==> src/common/pacs_map.svh <==
// register offsets, field positions, reset values and latency counts
`ifndef PACS_MAP_SVH
`define PACS_MAP_SVH
// byte addresses on the register bus
`define PACS_CTRL_OFS 8'h00
`define PACS_STAT_OFS 8'h04
`define PACS_CH_TAG 2'b01
// word select inside a channel block at 0x40 + ch*0x10
`define PACS_CH_MUX 2'h0
`define PACS_CH_CTL 2'h1
`define PACS_CH_RESULT_LOW_BYTE 2'h2
`define PACS_CH_RESULT_HIGH_BYTE 2'h3
// control register fields
`define PACS_CTRL_EN 0
`define PACS_CTRL_PIPE 1
`define PACS_CTRL_SIGN 2
`define PACS_CTRL_RES8 3
`define PACS_CTRL_START 4
`define PACS_CTRL_RST 4'h2
// status register fields
`define PACS_STAT_NEW 4
`define PACS_STAT_BUSY 8
`define PACS_STAT_SIGNED 9
// channel control fields
`define PACS_CTL_MODE 0
`define PACS_CTL_FAC 2
// latency counts in converter clocks
`define PACS_LAT12 4'd7
`define PACS_LAT8 4'd5
`define PACS_GAIN_PIPE 4'd1
`define PACS_GAIN_LO 4'd1
`define PACS_GAIN_MID 4'd2
`define PACS_GAIN_HI 4'd3
// gain codes: 0=1x 1=2x 2=4x 3=8x 4=16x 5=32x 6=64x
`define PACS_FAC_4X 3'd2
`define PACS_FAC_16X 3'd4
`endif

==> src/common/pacs_pkg.sv <==
// types shared by the channel sequencer modules
package pacs_pkg;
  // channel input mode
  typedef enum logic [1:0] {
    PACS_DIFF = 2'b00,
    PACS_DIFF_GAIN = 2'b01,
    PACS_SINGLE = 2'b10,
    PACS_INTERNAL = 2'b11
  } pacs_mode_t;
  // one sample in flight through the conversion pipeline
  typedef struct packed {
    logic valid;
    logic [1:0] chan;
    logic [3:0] lat;
    logic res8;
    logic sgn;
    logic [11:0] samp;
    logic [11:0] part;
  } pacs_entry_t;
  // finished result tagged with its channel
  typedef struct packed {
    logic [1:0] chan;
    logic [15:0] data;
  } pacs_res_t;
  // controls toward the analogue multiplexers and gain stage
  typedef struct packed {
    logic strobe;
    logic [3:0] pos;
    logic [3:0] neg;
    logic gain_en;
    logic [2:0] amplification_factor;
  } pacs_fe_t;
endpackage

==> src/rtl/pacs_top.sv <==
// channel sequencer for a shared pipelined converter, AHB-Lite slave
// Overview of operation
// twelve-stage pipeline, one bit per stage
// four virtual channels share one pipeline
// pipelined mode: new sample every clock; here a shorter-latency sample waits rather than overtake
// non-pipelined: wait until previous conversion completes
// latency seven clocks 12-bit, five 8-bit
// gain adds one clock when pipelined
// first stage MSB, next stage next bit
// per-channel select, control, result pair registers
// non-pipelined gain adds one, two, three
// software avoids mode changes with samples inflight
// signedness is global; differential forces signed
// tag channel, write its result, keep order
//
// The register addresses and the AHB-Lite slave port were left to the implementer.
`timescale 1ns/1ps
`include "pacs_map.svh"
module pacs_top #(
  parameter int NCH = 4,
  parameter int STAGES = 12,
  parameter int SW = 12
) (
  // clock, reset, clock enable
  input wire logic hclk,
  input wire logic hresetn,
  input wire logic ce,
  // AHB-Lite slave
  input wire logic hsel,
  input wire logic [31:0] haddr,
  input wire logic [1:0] htrans,
  input wire logic hwrite,
  input wire logic [2:0] hsize,
  input wire logic [31:0] hwdata,
  input wire logic hready,
  output logic hreadyout,
  output logic [31:0] hrdata,
  output logic hresp,
  // analogue front end
  input wire logic [11:0] adc_sample,
  output pacs_pkg::pacs_fe_t fe,
  // result stream
  output logic res_valid,
  input wire logic res_ready,
  output pacs_pkg::pacs_res_t res_data
);
  if (NCH != 4 || STAGES < 11 || SW != 12) begin : g_bad
    $error("pacs_top: NCH must be 4, STAGES >= 11, SW 12");
  end

  // bus read state
  typedef enum logic [0:0] {
    PACS_IDLE = 1'b0,
    PACS_RDW = 1'b1
  } pacs_bus_st_t;

  // latency of one sample from its settings
  function automatic logic [3:0] lat_of(input logic res8, input logic pipe,
      input logic [1:0] mode, input logic [2:0] fac);
    logic [3:0] l;
    l = res8 ? `PACS_LAT8 : `PACS_LAT12;
    if (mode == pacs_pkg::PACS_DIFF_GAIN) begin
      if (pipe) begin
        l = l + `PACS_GAIN_PIPE;
      end else if (fac <= `PACS_FAC_4X) begin
        l = l + `PACS_GAIN_LO;
      end else if (fac <= `PACS_FAC_16X) begin
        l = l + `PACS_GAIN_MID;
      end else begin
        l = l + `PACS_GAIN_HI;
      end
    end
    return l;
  endfunction

  // lowest set bit of a request vector
  function automatic logic [1:0] first_set(input logic [3:0] v);
    logic [1:0] c;
    c = 2'd0;
    for (int i = 3; i >= 0; i--) begin
      if (v[i]) begin
        c = 2'(i);
      end
    end
    return c;
  endfunction

  // registers
  logic [3:0] ctrl_r; // enable, pipelined, signed, 8-bit
  logic [3:0] pend_r; // start requests not yet issued
  logic [3:0] new_r; // result written since last high-byte read
  logic [7:0] sel_r [NCH]; // channel_input_select per channel
  logic [4:0] cctl_r [NCH]; // mode and amplification_factor
  logic [3:0] rem_r; // edges until the youngest sample completes
  logic [3:0] cnt_r; // samples in flight
  logic [11:0] s1_r, s2_r; // sample synchroniser
  pacs_pkg::pacs_entry_t pipe_r [STAGES]; // conversion stages
  // bus state
  pacs_bus_st_t bst_r;
  logic wr_pend_r; // write data phase pending
  logic [7:0] wa_r; // latched write address
  logic [7:0] ra_r; // latched read address
  // decode and datapath
  logic any_diff, eff_sgn, adv, issue, done_any;
  logic [1:0] ich, dch;
  logic [3:0] ilat;
  logic [15:0] dword, mem_rd;
  logic buf_rdy, ap, ap_rd, ap_wr;
  logic [STAGES-1:0] done_v;
  logic [3:0] start_w;

  // global signedness: any differential channel forces signed
  always_comb begin
    any_diff = 1'b0;
    for (int c = 0; c < NCH; c++) begin
      if (cctl_r[c][1:0] == pacs_pkg::PACS_DIFF ||
          cctl_r[c][1:0] == pacs_pkg::PACS_DIFF_GAIN) begin
        any_diff = 1'b1;
      end
    end
    eff_sgn = ctrl_r[`PACS_CTRL_SIGN] | any_diff;
  end

  // sample pins cross into the converter clock through two flops
  always_ff @(posedge hclk or negedge hresetn) begin
    if (!hresetn) begin
      s1_r <= '0;
      s2_r <= '0;
    end else if (ce) begin
      s1_r <= adc_sample;
      s2_r <= s1_r;
    end
  end

  // completion: a sample is done in stage s when its latency is s+1
  for (genvar s = 0; s < STAGES; s++) begin : g_done
    assign done_v[s] = pipe_r[s].valid && pipe_r[s].lat == 4'(s + 1);
  end
  assign done_any = |done_v; // order keeps at most one done at a time

  // pick the done stage and format its word
  always_comb begin
    pacs_pkg::pacs_entry_t e;
    logic [11:0] v;
    e = '0;
    v = 12'h000;
    for (int s = 0; s < STAGES; s++) begin
      if (done_v[s]) begin
        e = pipe_r[s];
      end
    end
    dch = e.chan;
    // resolved upper bits plus the residue of the held sample
    v = e.part | e.samp;
    if (e.res8) begin
      dword = e.sgn ? {{8{v[11]}}, v[11:4]} : {8'h00, v[11:4]};
    end else begin
      dword = e.sgn ? {{4{v[11]}}, v} : {4'h0, v};
    end
  end

  // a finished word the buffer cannot take freezes the whole pipeline
  assign adv = ce && !(done_any && !buf_rdy);

  // issue decision
  assign ich = first_set(pend_r);
  assign ilat = lat_of(ctrl_r[`PACS_CTRL_RES8], ctrl_r[`PACS_CTRL_PIPE],
                       cctl_r[ich][1:0], cctl_r[ich][4:2]);
  always_comb begin
    issue = adv && ctrl_r[`PACS_CTRL_EN] && (pend_r != 4'h0);
    if (ctrl_r[`PACS_CTRL_PIPE]) begin
      // back to back, unless it would overtake the sample before
      // equal latency may follow one edge behind; shorter must wait
      issue = issue && (ilat >= rem_r);
    end else begin
      issue = issue && (cnt_r == 4'h0);
    end
  end

  // stage 0 takes the new sample and resolves its MSB
  always_ff @(posedge hclk or negedge hresetn) begin
    if (!hresetn) begin
      pipe_r[0] <= '0;
    end else if (adv) begin
      pipe_r[0].valid <= issue;
      pipe_r[0].chan <= ich;
      pipe_r[0].lat <= ilat;
      pipe_r[0].res8 <= ctrl_r[`PACS_CTRL_RES8];
      pipe_r[0].sgn <= eff_sgn;
      pipe_r[0].samp <= {1'b0, s2_r[10:0]};
      pipe_r[0].part <= {s2_r[11], 11'h000};
    end
  end

  // later stages each resolve one more bit as the samples shift on
  for (genvar s = 1; s < STAGES; s++) begin : g_stage
    always_ff @(posedge hclk or negedge hresetn) begin
      if (!hresetn) begin
        pipe_r[s] <= '0;
      end else if (adv) begin

        pipe_r[s].valid <= pipe_r[s-1].valid & ~done_v[s-1];
        pipe_r[s].chan <= pipe_r[s-1].chan;
        pipe_r[s].lat <= pipe_r[s-1].lat;
        pipe_r[s].res8 <= pipe_r[s-1].res8;
        pipe_r[s].sgn <= pipe_r[s-1].sgn;
        pipe_r[s].part <= pipe_r[s-1].part | (pipe_r[s-1].samp &
                          (12'h800 >> s));
        pipe_r[s].samp <= pipe_r[s-1].samp & ~(12'h800 >> s);
      end
    end
  end

  // in-flight count and ordering horizon
  always_ff @(posedge hclk or negedge hresetn) begin
    if (!hresetn) begin
      cnt_r <= 4'h0;
      rem_r <= 4'h0;
    end else if (adv) begin
      cnt_r <= cnt_r + 4'(issue) - 4'(done_any);
      if (issue) begin
        rem_r <= ilat;
      end else if (rem_r != 4'h0) begin
        rem_r <= rem_r - 4'h1;
      end
    end
  end

  // front-end controls for the sample just issued
  always_ff @(posedge hclk or negedge hresetn) begin
    if (!hresetn) begin
      fe <= '0;
    end else if (ce) begin
      fe.strobe <= issue;
      if (issue) begin
        fe.pos <= sel_r[ich][3:0];
        fe.neg <= sel_r[ich][7:4];
        fe.gain_en <= cctl_r[ich][1:0] == pacs_pkg::PACS_DIFF_GAIN;
        fe.amplification_factor <= cctl_r[ich][4:2];
      end
    end
  end

  // result words leave through the two-entry buffer
  pacs_buf2 #(.W(18)) u_buf (
    .hclk(hclk),
    .hresetn(hresetn),
    .ce(ce),
    .in_valid(done_any && ce),
    .in_ready(buf_rdy),
    .in_data({dch, dword}),
    .out_valid(res_valid),
    .out_ready(res_ready),
    .out_data(res_data)
  );

  // address phase decode
  assign ap = hsel && htrans[1] && hready;
  assign ap_rd = ap && !hwrite;
  assign ap_wr = ap && hwrite;

  // per-channel result pair store
  pacs_res_mem #(.NCH(NCH), .AW(2)) u_mem (
    .hclk(hclk),
    .ce(ce),
    .we(adv && done_any),
    .waddr(dch),
    .wdata(dword),
    .re(ap_rd),
    .raddr(haddr[5:4]),
    .rdata(mem_rd)
  );

  // write data phase follows the address phase by one edge
  always_ff @(posedge hclk or negedge hresetn) begin
    if (!hresetn) begin
      wr_pend_r <= 1'b0;
      wa_r <= 8'h00;
    end else if (ce) begin
      wr_pend_r <= ap_wr;
      if (ap_wr) begin
        wa_r <= haddr[7:0];
      end
    end
  end
  assign start_w = (wr_pend_r && wa_r == `PACS_CTRL_OFS) ?
                   hwdata[`PACS_CTRL_START +: 4] : 4'h0;

  // control register and start requests; a new start beats the issue
  always_ff @(posedge hclk or negedge hresetn) begin
    if (!hresetn) begin
      ctrl_r <= `PACS_CTRL_RST;
      pend_r <= 4'h0;
    end else if (ce) begin
      if (wr_pend_r && wa_r == `PACS_CTRL_OFS) begin
        ctrl_r <= hwdata[3:0];
      end
      for (int c = 0; c < NCH; c++) begin
        if (start_w[c]) begin
          pend_r[c] <= 1'b1;
        end else if (issue && ich == 2'(c)) begin
          pend_r[c] <= 1'b0;
        end
      end
    end
  end

  // channel registers: one block per channel
  for (genvar c = 0; c < NCH; c++) begin : g_ch
    always_ff @(posedge hclk or negedge hresetn) begin
      if (!hresetn) begin
        sel_r[c] <= 8'h00;
        cctl_r[c] <= 5'h02 << `PACS_CTL_MODE;
      end else if (ce && wr_pend_r && wa_r[7:6] == `PACS_CH_TAG &&
                   wa_r[5:4] == 2'(c)) begin

        if (wa_r[3:2] == `PACS_CH_MUX) begin
          sel_r[c] <= hwdata[7:0];
        end
        if (wa_r[3:2] == `PACS_CH_CTL) begin
          cctl_r[c] <= hwdata[4:0];
        end
      end
    end
    // new-result flag: a completion beats the clear by a read
    always_ff @(posedge hclk or negedge hresetn) begin
      if (!hresetn) begin
        new_r[c] <= 1'b0;
      end else if (ce) begin
        if (adv && done_any && dch == 2'(c)) begin
          new_r[c] <= 1'b1;
        end else if (bst_r == PACS_RDW && ra_r[7:6] == `PACS_CH_TAG &&
                     ra_r[5:4] == 2'(c) && ra_r[3:2] == `PACS_CH_RESULT_HIGH_BYTE) begin
          new_r[c] <= 1'b0;
        end
      end
    end
  end

  // reads take one wait state so the answer comes from a register
  always_ff @(posedge hclk or negedge hresetn) begin
    if (!hresetn) begin
      bst_r <= PACS_IDLE;
      ra_r <= 8'h00;
      hreadyout <= 1'b1;
      hrdata <= 32'h0000_0000;
      hresp <= 1'b0;
    end else if (ce) begin
      hresp <= 1'b0; // always OKAY
      unique case (bst_r)
        PACS_IDLE: begin
          if (ap_rd) begin
            bst_r <= PACS_RDW;
            ra_r <= haddr[7:0];
            hreadyout <= 1'b0;
          end
        end
        PACS_RDW: begin
          bst_r <= PACS_IDLE;
          hreadyout <= 1'b1;
          hrdata <= 32'h0000_0000; // unmapped reads as zero
          if (ra_r == `PACS_CTRL_OFS) begin
            hrdata[3:0] <= ctrl_r;
          end else if (ra_r == `PACS_STAT_OFS) begin
            hrdata[3:0] <= pend_r;
            hrdata[`PACS_STAT_NEW +: 4] <= new_r;
            hrdata[`PACS_STAT_BUSY] <= cnt_r != 4'h0;
            hrdata[`PACS_STAT_SIGNED] <= eff_sgn;
          end else if (ra_r[7:6] == `PACS_CH_TAG) begin
            unique case (ra_r[3:2])
              `PACS_CH_MUX: hrdata[7:0] <= sel_r[ra_r[5:4]];
              `PACS_CH_CTL: hrdata[4:0] <= cctl_r[ra_r[5:4]];
              `PACS_CH_RESULT_LOW_BYTE: hrdata[7:0] <= mem_rd[7:0];
              `PACS_CH_RESULT_HIGH_BYTE: hrdata[7:0] <= mem_rd[15:8];
            endcase
          end
        end
      endcase
    end
  end
endmodule // pacs_top

==> src/rtl/pacs_buf2.sv <==
// two-entry buffer with valid and ready on both sides
`timescale 1ns/1ps
module pacs_buf2 #(
  parameter int W = 18
) (
  // clock and reset
  input wire logic hclk,
  input wire logic hresetn,
  input wire logic ce,
  // filling side
  input wire logic in_valid,
  output logic in_ready,
  input wire logic [W-1:0] in_data,
  // draining side
  output logic out_valid,
  input wire logic out_ready,
  output logic [W-1:0] out_data
);
  logic v1_r; // second slot holds a word
  logic [W-1:0] d1_r; // second slot data
  logic push, pop;
  assign in_ready = ~v1_r; // full only when both slots hold words
  assign push = in_valid & ~v1_r;
  assign pop = out_valid & out_ready;
  // head slot drives the outputs straight from flops
  always_ff @(posedge hclk or negedge hresetn) begin
    if (!hresetn) begin
      out_valid <= 1'b0;
      v1_r <= 1'b0;
      out_data <= '0;
      d1_r <= '0;
    end else if (ce) begin
      if (pop) begin
        // head leaves: second slot moves up, or with the second slot empty a new word goes straight to the head
        out_valid <= v1_r | push;
        out_data <= v1_r ? d1_r : in_data;
        v1_r <= v1_r & push;
        d1_r <= in_data;
      end else if (push) begin
        if (!out_valid) begin
          out_valid <= 1'b1;
          out_data <= in_data;
        end else begin
          v1_r <= 1'b1;
          d1_r <= in_data;
        end
      end
    end
  end
endmodule // pacs_buf2

==> src/rtl/pacs_res_mem.sv <==
// result word store, one 16-bit word per channel, registered read
`timescale 1ns/1ps
module pacs_res_mem #(
  parameter int NCH = 4,
  parameter int AW = 2
) (
  // clock
  input wire logic hclk,
  input wire logic ce,
  // write port
  input wire logic we,
  input wire logic [AW-1:0] waddr,
  input wire logic [15:0] wdata,
  // read port
  input wire logic re,
  input wire logic [AW-1:0] raddr,
  output logic [15:0] rdata
);
  logic [15:0] mem [NCH]; // result words
  // storage has no reset; software sees a defined word only after a conversion
  always_ff @(posedge hclk) begin
    if (ce && we) begin
      mem[waddr] <= wdata;
    end
  end
  // read data leave through a register
  always_ff @(posedge hclk) begin
    if (ce && re) begin
      rdata <= mem[raddr];
    end
  end
endmodule // pacs_res_mem

==> config.mk <==
export PLATFORM = sky130hd
export DESIGN_NAME = pacs_top
export DESIGN_NICKNAME = d
export VERILOG_FILES = /design/src/common/pacs_pkg.sv /design/src/rtl/pacs_top.sv /design/src/rtl/pacs_buf2.sv /design/src/rtl/pacs_res_mem.sv
export VERILOG_INCLUDE_DIRS = /design/src /design/src/common
export SDC_FILE = /design/constraint.sdc
export NUM_CORES = 1
export LEC_CHECK = 0
export ABC_AREA = 1
export BUFFER_PORTS_ARGS = -buffer_cell sky130_fd_sc_hd__buf_2
export CAP_MARGIN = 30
export CORE_MARGIN = 1.5
export CORE_UTILIZATION = 53
export DETAILED_ROUTE_END_ITERATION = 12
export GPL_TIMING_DRIVEN = 0
export MAX_ROUTING_LAYER = met4
export PLACE_DENSITY = 0.81
export RECOVER_POWER = 50
export SLEW_MARGIN = 20
export SYNTH_ARGS = -nofsm -noshare
export SYNTH_HDL_FRONTEND = slang
export SYNTH_SLANG_ARGS = --single-unit
export TNS_END_PERCENT = 1
==> constraint.sdc <==
create_clock -name hclk -period 13.48 [get_ports hclk]
set_clock_uncertainty 0.15 [all_clocks]
set_input_delay 0.674 -clock hclk [delete_from_list [all_inputs] [get_ports hclk]]
set_output_delay 0.674 -clock hclk [all_outputs]
set_load 0.005 [all_outputs]
; ---- After elaboration in Yosys (flattened, before gate mapping)
; Memory sizes are Yosys's and may differ from the RTL's. A register that Yosys moved wholly into a read port is not among the register bits.
; Index checks and enable logic that the tools add are counted.
[word_totals]
in_bits = 88
reg_bits = 483
rom_bits = 0
ramBits = 64
elab_cells = 407
output_inout_bits = 66
memories = 1
latch_bits = 0
[mem_list]
columns = name, depth, width, read_ports, rd_clocked_by_memory_dff, wr, line_no
row1 = u_mem.mem, 4, 16, 1, 1, 1, pacs_res_mem.sv:19  ; logic [15:0] mem [NCH];
[classes]
add_sub_neg = 6
mux = 85
mul = 0
magnitude_cmp = 5
n_bitwise = 43
eq_ne = 38
div_mod_pow = 0
shifts = 0
n_reduce_logical = 110
[op_table]
columns = operator, count
row1 = $mux 32, 12
row2 = $mux 18, 7
row3 = $logic_and 1x1->1, 50
row4 = $mux 16, 3
row5 = $mux 8, 6
row6 = $reduce_and 2->1, 23
row7 = $bmux 8 s2, 2
row8 = $mux 4, 8
row9 = $mux 1, 30
row10 = $eq 2x1->1 const B, 13
row11 = $reduce_bool 2->1, 11
row12 = $bmux 5 s2, 2
row13 = $eq 2x2->1 const B, 10
row14 = $eq 4x4->1 const B, 5
row15 = $logic_not 2->1, 10
row16 = $mux 5, 4
row17 = $pmux 5 s4, 1
row18 = $eq 4x3->1 const B, 4
row19 = $logic_not 8->1, 2
row20 = $and 1x1->1, 14
row21 = $not 1->1, 13
row22 = $mux 2, 6
row23 = $or 12x1->12, 1
row24 = $or 12x10->12, 1
row25 = 35 further kinds, 49

; ---- Depth between registers and ports, before layout
; Gate-level depths: netlist (run 1).
[logic_depth]
depth_word = 20
ltp_mapped = 33

; ---- Hierarchy
; A second synthesis (run 1) with hierarchy kept.
[unflattened]
hier_cells = 2789
area_unflattened_um2 = 23638.9
[by_module_without_submodules]
columns = module, area_per_inst_um2, n_inst, cells_per_inst
row1 = pacs_top, 18520.3, 1, 2283
row2 = pacs_res_mem, 3246.9, 1, 277
row3 = pacs_buf2, 1871.8, 1, 229

; ---- Worst setup path after synthesis (run 1)
; No wires, ideal clock.
[synth_path]
path_type = reg-to-reg
from = reg pend_r[2]
to = reg cnt_r[2]
t_arrival_ns = 4.114
period_less_slack_ns = 4.391
n_path_buf = 2
setup_ns = 0.127
slack_ns = 9.089
required_time_ns = 13.203
path_stages_with_launch = 30
cell_sequence = dfrtp_1 -> buf_2 -> inv_1 -> nand2_1 -> nand2_1 -> nand2_2 -> inv_1 -> nand2_1 -> o221ai_1 -> o21ai_0 -> ha_1 -> nand3b_1 -> nand3_1 -> nand2_1 -> inv_1 -> ha_1 -> a21oi_1 -> nor2_1 -> o21ai_0 -> a22oi_1 -> nand2_1 -> nor2_4 -> inv_2 -> buf_2 -> ha_1 -> inv_1 -> ha_1 -> fa_1 -> xnor2_1 -> o21ai_0
[synth_via]
elab_chain_cells = 17
elab_cells_between_ends = 22
cone_classes = 2 x add/sub / 3 x order compare / 1 x eq/ne / 11 x mux / 1 x bitwise / 4 x reduce/logical
[synth_lines]
columns = item, line_no
row1 = start: declaration, pacs_top.sv:90  ; logic [3:0] pend_r;
row2 = start signal: assignment, pacs_top.sv:293  ; pend_r <= 4'h0;
row3 = start signal: indexed assignment, pacs_top.sv:300  ; pend_r[c] <= 1'b1;
row4 = start signal: indexed assignment, pacs_top.sv:302  ; pend_r[c] <= 1'b0;
row5 = $mux 2 (*) (3 in a row), pacs_top.sv:81  ; if (v[i]) begin
row6 = $not 2->3 (implied by the code) (*), pacs_top.sv:168  ; cctl_r[ich][1:0], cctl_r[ich][4:2]);
row7 = $bmux 5 s2 (*), pacs_top.sv:168
row8 = $mux 5 (implied by the code) (*) (2 in a row), pacs_top.sv:168
row9 = $le 3x3->1 (no line), -
row10 = $mux 4, pacs_top.sv:67  ; end else if (fac <= `PACS_FAC_16X) begin
row11 = $mux 4, pacs_top.sv:65  ; end else if (fac <= `PACS_FAC_4X) begin
row12 = $mux 4, pacs_top.sv:63  ; if (pipe) begin
row13 = $mux 4 (*), pacs_top.sv:62  ; if (mode == pacs_pkg::PACS_DIFF_GAIN) begin
row14 = named net ilat[1], pacs_top.sv:106  ; logic [3:0] ilat;
row15 = $ge 4x4->1 (*), pacs_top.sv:174  ; issue = issue && (ilat >= rem_r);
row16 = $logic_and 1x1->1 (*), pacs_top.sv:174
row17 = $mux 1 (*), pacs_top.sv:171  ; if (ctrl_r[`PACS_CTRL_PIPE]) begin
row18 = $add 4x1->4 (*), pacs_top.sv:220  ; cnt_r <= cnt_r + 4'(issue) - 4'(done_any);
row19 = $sub 4x1->4 (*), pacs_top.sv:220
row20 = end signal: assignment, pacs_top.sv:220
row21 = end: declaration, pacs_top.sv:95  ; logic [3:0] cnt_r;
; The timed path passes the listed nets; every way through them passes the cells marked *. The select of a mux whose other input is x is not followed.
; A chain may end at the register's enable or synchronous reset.

==> impl_metrics.ini, run 1 <==
[yosys]
synthesis.area_um2 = 22100
synth-simple-area-share = 0.177
synth_flop_cell = dfrtp_1
synth_xor_area_frac = 0.00159
synth_top_area_cell = dfrtp_1
yosys-top-cells-area = dfrtp_1 47%, nand2_1 13%, edfxtp_1 8.8%, o21ai_0 8.7%, inv_1 4.7%
synth_top_area_frac = 0.471
synth-seq-area-share = 0.567
synth_edf_count = 65
synthMuxAreaShare = 0
synth_most_common_cell = nand2_1
synth_area_per_cell_um2 = 8.67
synth_top_family_by_area = simple AND/OR/NAND/NOR gates
yosysWarnings = 0
synth_fa_ha_area_frac = 0.00770
synthTopCellsByCount = 736 x nand2_1, 416 x dfrtp_1, 383 x o21ai_0
netlist-cell-type-count = 59
synthArstFlopShare = 0.867
ys_ff_latch = 487
synthCells = 2548
synth_compound_area_frac = 0.161

[worst_setup_path]
crit_path_start_kind = input pin
cp.arrival_ns = 7.90
cp.required_ns = 13.01
r2r_cells = 24
cp_slowest_stage_delay_ns = 3.14
worst-r2r-setup-slack_ns = 7.67
r2r_start = pend_r[1]
end_kind = async pin
path_cells = dlygate4sd3_1, clkbuf_1, buf_16, clkbuf_1
crit_path_top_delay_cell = clkbuf_1
critPathKind = in2async
worstReg2RegEnd = cnt_r[2]
crit_path_max_fanout = 91
crit_top_cell = clkbuf_1

[global_routing]
gr-total-overflow = 0
grt_pass1_wl_mm = 104
antenna_found_initial = 1
grt_max_degree = 92
grt_use_total = 0.320
grt_pass1_vias = 19098

[clock_tree]
h-tree-depth = 2
cts_root_buffer = clkbuf_16
cts_buffer_depth = 3
cts-buffers-inserted = 49
cts_tree = done
ctsResizeCount = 0
clock_sinks = 487
cts_setup_buffers = 0
hold_buffers = 1
insertion_delay_ns = 0.60
clk_pin_slew_worst_paths_ns = 0.06

[detailed_routing]
wl_per_cell_um = 20.1
avgViaCountPerCell = 5.84
drtPass1Iterations = 11
routed-via-count = 19134
finalWirelength_mm = 65.8
ant_nets = 0
drc = 6
drtIter0Drc = 2399

[finish]
drive_gt1_frac = 0.0970
diodes = 0
fin_nets = 2805
area_growth_syn_to_layout_pct = 13.3

[pwr]
p_leak_nw = 11.9
power_density_nw_per_um2 = 174
irDropWorstVdd_v = 0.000116

[sta]
worst_slew_pin_slew_ns = 4.53
tns_ns = 0
setup_viol = 0
fin_crit_sh = 0.620
slew_viol_final = 162
rsz0062_at_grt = false
timing.hold.ws_ns = 0.136
relSlewSlack = -2.02
hold_viol_final = 0
period_needed_ns = 8.36
max_freq_ghz = 0.120

[flow_run]
max_cap_violations = 2

[hold_path]
hold_depth = 3
min_from = adc_sample[9]
hold_class = in2reg
worstHoldEndpoint = s1_r[9]

[floorplanning]
ioPinCount = 154
core_um2 = 41000
die-width_um = 207
initial_core_util = 0.538
num_rows = 74
dieHeight_um = 207
die-area_um2 = 42900

[placed_design]
io_buffers = 76
gp_congestion = 0.995
dpl.hpwl_mm = 45.9

[run_status]
status = complete, but fails checks
violations = design-rule violations, max-capacitance violations, max-slew violations
flip-flops by register name, summed over array words and instances, names as in the netlist, 4 cells and up:
name,count
cctl_r,20
cnt_r,4
ctrl_r,4
fe,13
hrdata,10
new_r,4
pend_r,4
pipe_r,252
ra_r,8
rem_r,4
s1_r,12
s2_r,12
sel_r,32
u_buf.d1_r,15
u_buf.out_data,15
u_mem.mem,52
u_mem.rdata,13
wa_r,8
per-stage QoR:
stage | total power, W | setup slack (ns) | instance area (µm²) | util | instances
global route | 0.00455 | 3.62 | 25000 | 0.610 | 3274
detailed placement | 0.00287 | 7.71 | 23400 | 0.569 | 3184
floorplan | 0.00250 | 9.09 | 22200 | - | 2570
global placement | 0.00282 | 3.41 | 23200 | 0.566 | 3178
finish | 0.00435 | 5.12 | 25000 | 0.610 | 3274
CTS | 0.00434 | 7.69 | 25100 | 0.612 | 3274
power by group:
part           switching (W)  internal, W  leakage (nW)
Clock               0.000583     0.000898         0.850
Sequential          0.000188      0.00176          6.16
Combinational       0.000620     0.000301          4.90
worst max-delay path, delay by kind of cell:
kind | cells | cell delay, ns
buffers and inverters | 4 | 7.06
cells by family (layout without fill, tap and decap cells):
kind of cell / count (synthesis) / in the layout
simple gates: 963 / 963
flops: 487 / 487
xor+xnor: 4 / 4
other cells: 1 / 23
compound gates: 653 / 653
buf+inv: 427 / 599
fa+ha+maj: 13 / 13
layer usage:
layer | track usage | wire length, µm | up-vias
li1 | - | - | 8599
met1 | 0.403 | 25700 | 9255
met2 | 0.501 | 30800 | 1033
met3 | 0.0482 | 5460 | 247
met4 | 0.172 | 3800 | 0
met5 | - | 0 | -
area by class of cell:
class                           count  area (µm²)
Fill cell                        3414       16000
Multi-Input combinational cell   1656        7760
Clock inverter                     13         264
Sequential cell                   487       12500
Clock buffer                       76        1470
Tap cell                          532         666
Inverter                          291        1100
Timing Repair Buffer               83         465
Buffer                            136         782
how the worst max path moves through the flow:
stage	depth (start not counted)	from	end
final	4	hresetn	u_buf.d1_r[0]
after global placement	1	hresetn	pipe_r[72]
after CTS	24	pend_r[0]	cnt_r[2]
after detailed placement	24	pend_r[0]	cnt_r[2]
after floorplan	29	pend_r[2]	cnt_r[2]
after global routing	4	hresetn	pipe_r[71]
layout by cell type (no fill, tap or decap), drive strengths merged, types with 3 or more instances in the layout:
cell       n
conb      23
edfxtp    65
xor2       3
clkbuf   149
nand2    745
bufinv     8
nand4     14
inv      286
o2bb2ai    7
nand3     68
ha        12
buf      145
a22oi      9
a21oi     70
o211ai    20
o221ai    14
a221oi     7
dfstp      6
nor3      12
dfrtp    416
nor2     118
o21ai    464
a211oi     4
a31oi     10
o22ai     36
clkinv    10
(Power assumes the default switching activity.)
==> inputs of run 2 (changes only) <==
Clock period 13.48 ns to 7.9 ns, I/O delays scaled along.
==> run 2 against run 1 <==
The flow still finishes with violations (design-rule violations, max-capacitance violations, max-slew violations). Clock power rose by 71%. Power increased by 71%. Final area is 0.82% higher. Worst hold slack worse by 0.092 ns. Critical endpoint is now u_buf.out_data[6]. Largest cell class unchanged.
==> impl_metrics.ini, run 2 (synthesis results as in run 1) <==
[worst_setup_path]
cp.arrival_ns = 6.04
cp_slowest_stage_delay_ns = 3.10
cp_top_family = buffers and inverters
crit_start = hresetn
r2r_cells = 24
end_kind = async pin
path_buf_inv = 4
crit_path_start_kind = input pin
r2r_start = pend_r[0]
worst-path-stages = 4
crit_path_max_fanout = 91
cp.required_ns = 8.04
critPathKind = in2async
crit_path_top_delay_cell = clkbuf_1
path_cells = dlygate4sd3_1, clkbuf_1, buf_16, clkbuf_2

[floorplanning]
initial_core_util = 0.538
num_rows = 74
ioPinCount = 154
die-area_um2 = 42900
dieHeight_um = 207
die-width_um = 207
core_um2 = 41000

[clock_tree]
clk_pin_slew_worst_paths_ns = 0.06
cts_root_buffer = clkbuf_16
cts_tree = done
cts_buffer_depth = 3
insertion_delay_ns = 0.60
ctsResizeCount = 0
h-tree-depth = 2
clock_sinks = 487
cts-buffers-inserted = 49

[sta]
fin_crit_sh = 0.746
setup_slack_ns = 2.01
relSlewSlack = -1.97
tns_ns = 0
setup_viol = 0
slew_viol_final = 162
max_freq_ghz = 0.170
period_needed_ns = 5.89
hold_viol_final = 0
rsz0062_at_grt = false
worst_slew_pin_slew_ns = 4.46

[global_routing]
grt_pass1_wl_mm = 105
gr-total-overflow = 0
antenna_found_initial = 1
grt_pass1_vias = 19271
grt_use_total = 0.322
grt_max_degree = 92

[detailed_routing]
routed-via-count = 19283
drtPass1Iterations = 12
drc = 6
wl_per_cell_um = 20.2
avgViaCountPerCell = 5.85
drtIter0Drc = 2548
ant_nets = 0
finalWirelength_mm = 66.4

[finish]
top_register = pipe_r
largest_reg_flops = 252
fin_nets = 2825
mostFrequentLayoutCells = 736 x nand2_1, 416 x dfrtp_1, 383 x o21ai_0, 277 x inv_1, 114 x nor2_1
final_core_util = 0.615
final_common_cell = nand2_1
fill_cells = 3367
final_cells = 3294
area_growth_syn_to_layout_pct = 14.3
reg_top3 = pipe_r x252, u_mem.mem x52, sel_r x32
diodes = 0
drive_gt1_frac = 0.0970

[pwr]
irDropWorstVdd_v = 0.000197
p_leak_nw = 12.0
power_density_nw_per_um2 = 295

[hold_path]
hold_class = in2reg
min_from = hwdata[6]
hold_depth = 3

[placed_design]
io_buffers = 76
dpl.hpwl_mm = 45.9
gp_congestion = 0.995
pre_cts_ws_ns = 2.13
place_inst = 3184

[flow_run]
max_cap_violations = 2

[run_status]
status = complete, but fails checks
violations = design-rule violations, max-capacitance violations, max-slew violations
-- run 2: changes by cell type in the layout (fill, tap and decap cells not counted) --
cell,before,now
nand3_2,3,4
clkbuf_2,1,2
clkbuf_1,82,81
dlygate4sd3_1,1,21
nand3_1,64,63
-- run 2: worst register-to-register path, delay by kind of cell, from the launching register on --
kind | cells | cell delay (ns)
AND/OR/NAND/NOR | 8 | 1.65
buffers and inverters | 4 | 0.42
flip-flops | 1 | 0.45
adder cells (fa/ha/maj) | 5 | 1.57
AO/OA/AOI/OAI | 6 | 1.25
XOR/XNOR | 1 | 0.18
-- run 2: repair_timing --
action	CTS	global route
buffers inserted	0	0
hold buffers	21	0
hold endpoints to repair	103	0
-- run 2: where the power goes --
group          switching, W  internal [W]  total, W
combinational       0.00106      0.000519   0.00158
clock               0.00100       0.00153   0.00253
sequential         0.000323       0.00301   0.00333
-- run 2: layout make-up --
class	count	area, µm²	area share
flip-flops and latches	487	12500	0.496
well taps	532	666	0.0264
plain buffers	136	782	0.0310
multi-input cells	1656	7770	0.308
repair buffers	103	667	0.0264
clock inverters	13	264	0.0105
clock buffers	76	1470	0.0582
inverters	291	1100	0.0436
-- run 2: worst paths after layout --
path	endpoint	slack, ns
min reg2reg	fe[8]	0.32
min	sel_r[14]	0.04
max in group hclk	cnt_r[2]	2.09
min in group asynchronous	rem_r[1]	1.80
max reg2reg	cnt_r[2]	2.09
max	u_buf.out_data[6]	2.01
-- run 2: metal layers --
layer	vias up	global-route usage	part of all wire
met5	-	-	0
met4	0	0.175	0.057
met3	247	0.0482	0.084
met2	1082	0.509	0.47
met1	9304	0.404	0.39
li1	8650	-	-
-- run 2: metrics by stage --
stage	area [µm²]	total power, W	hold slack [ns]
final	25200	0.00744	0.0441
after floorplan	22200	0.00427	-0.0506
after global routing	25200	0.00777	0.0514
after CTS	25300	0.00742	0.0192
after global placement	23200	0.00481	0.303
after detailed placement	23400	0.00490	0.287
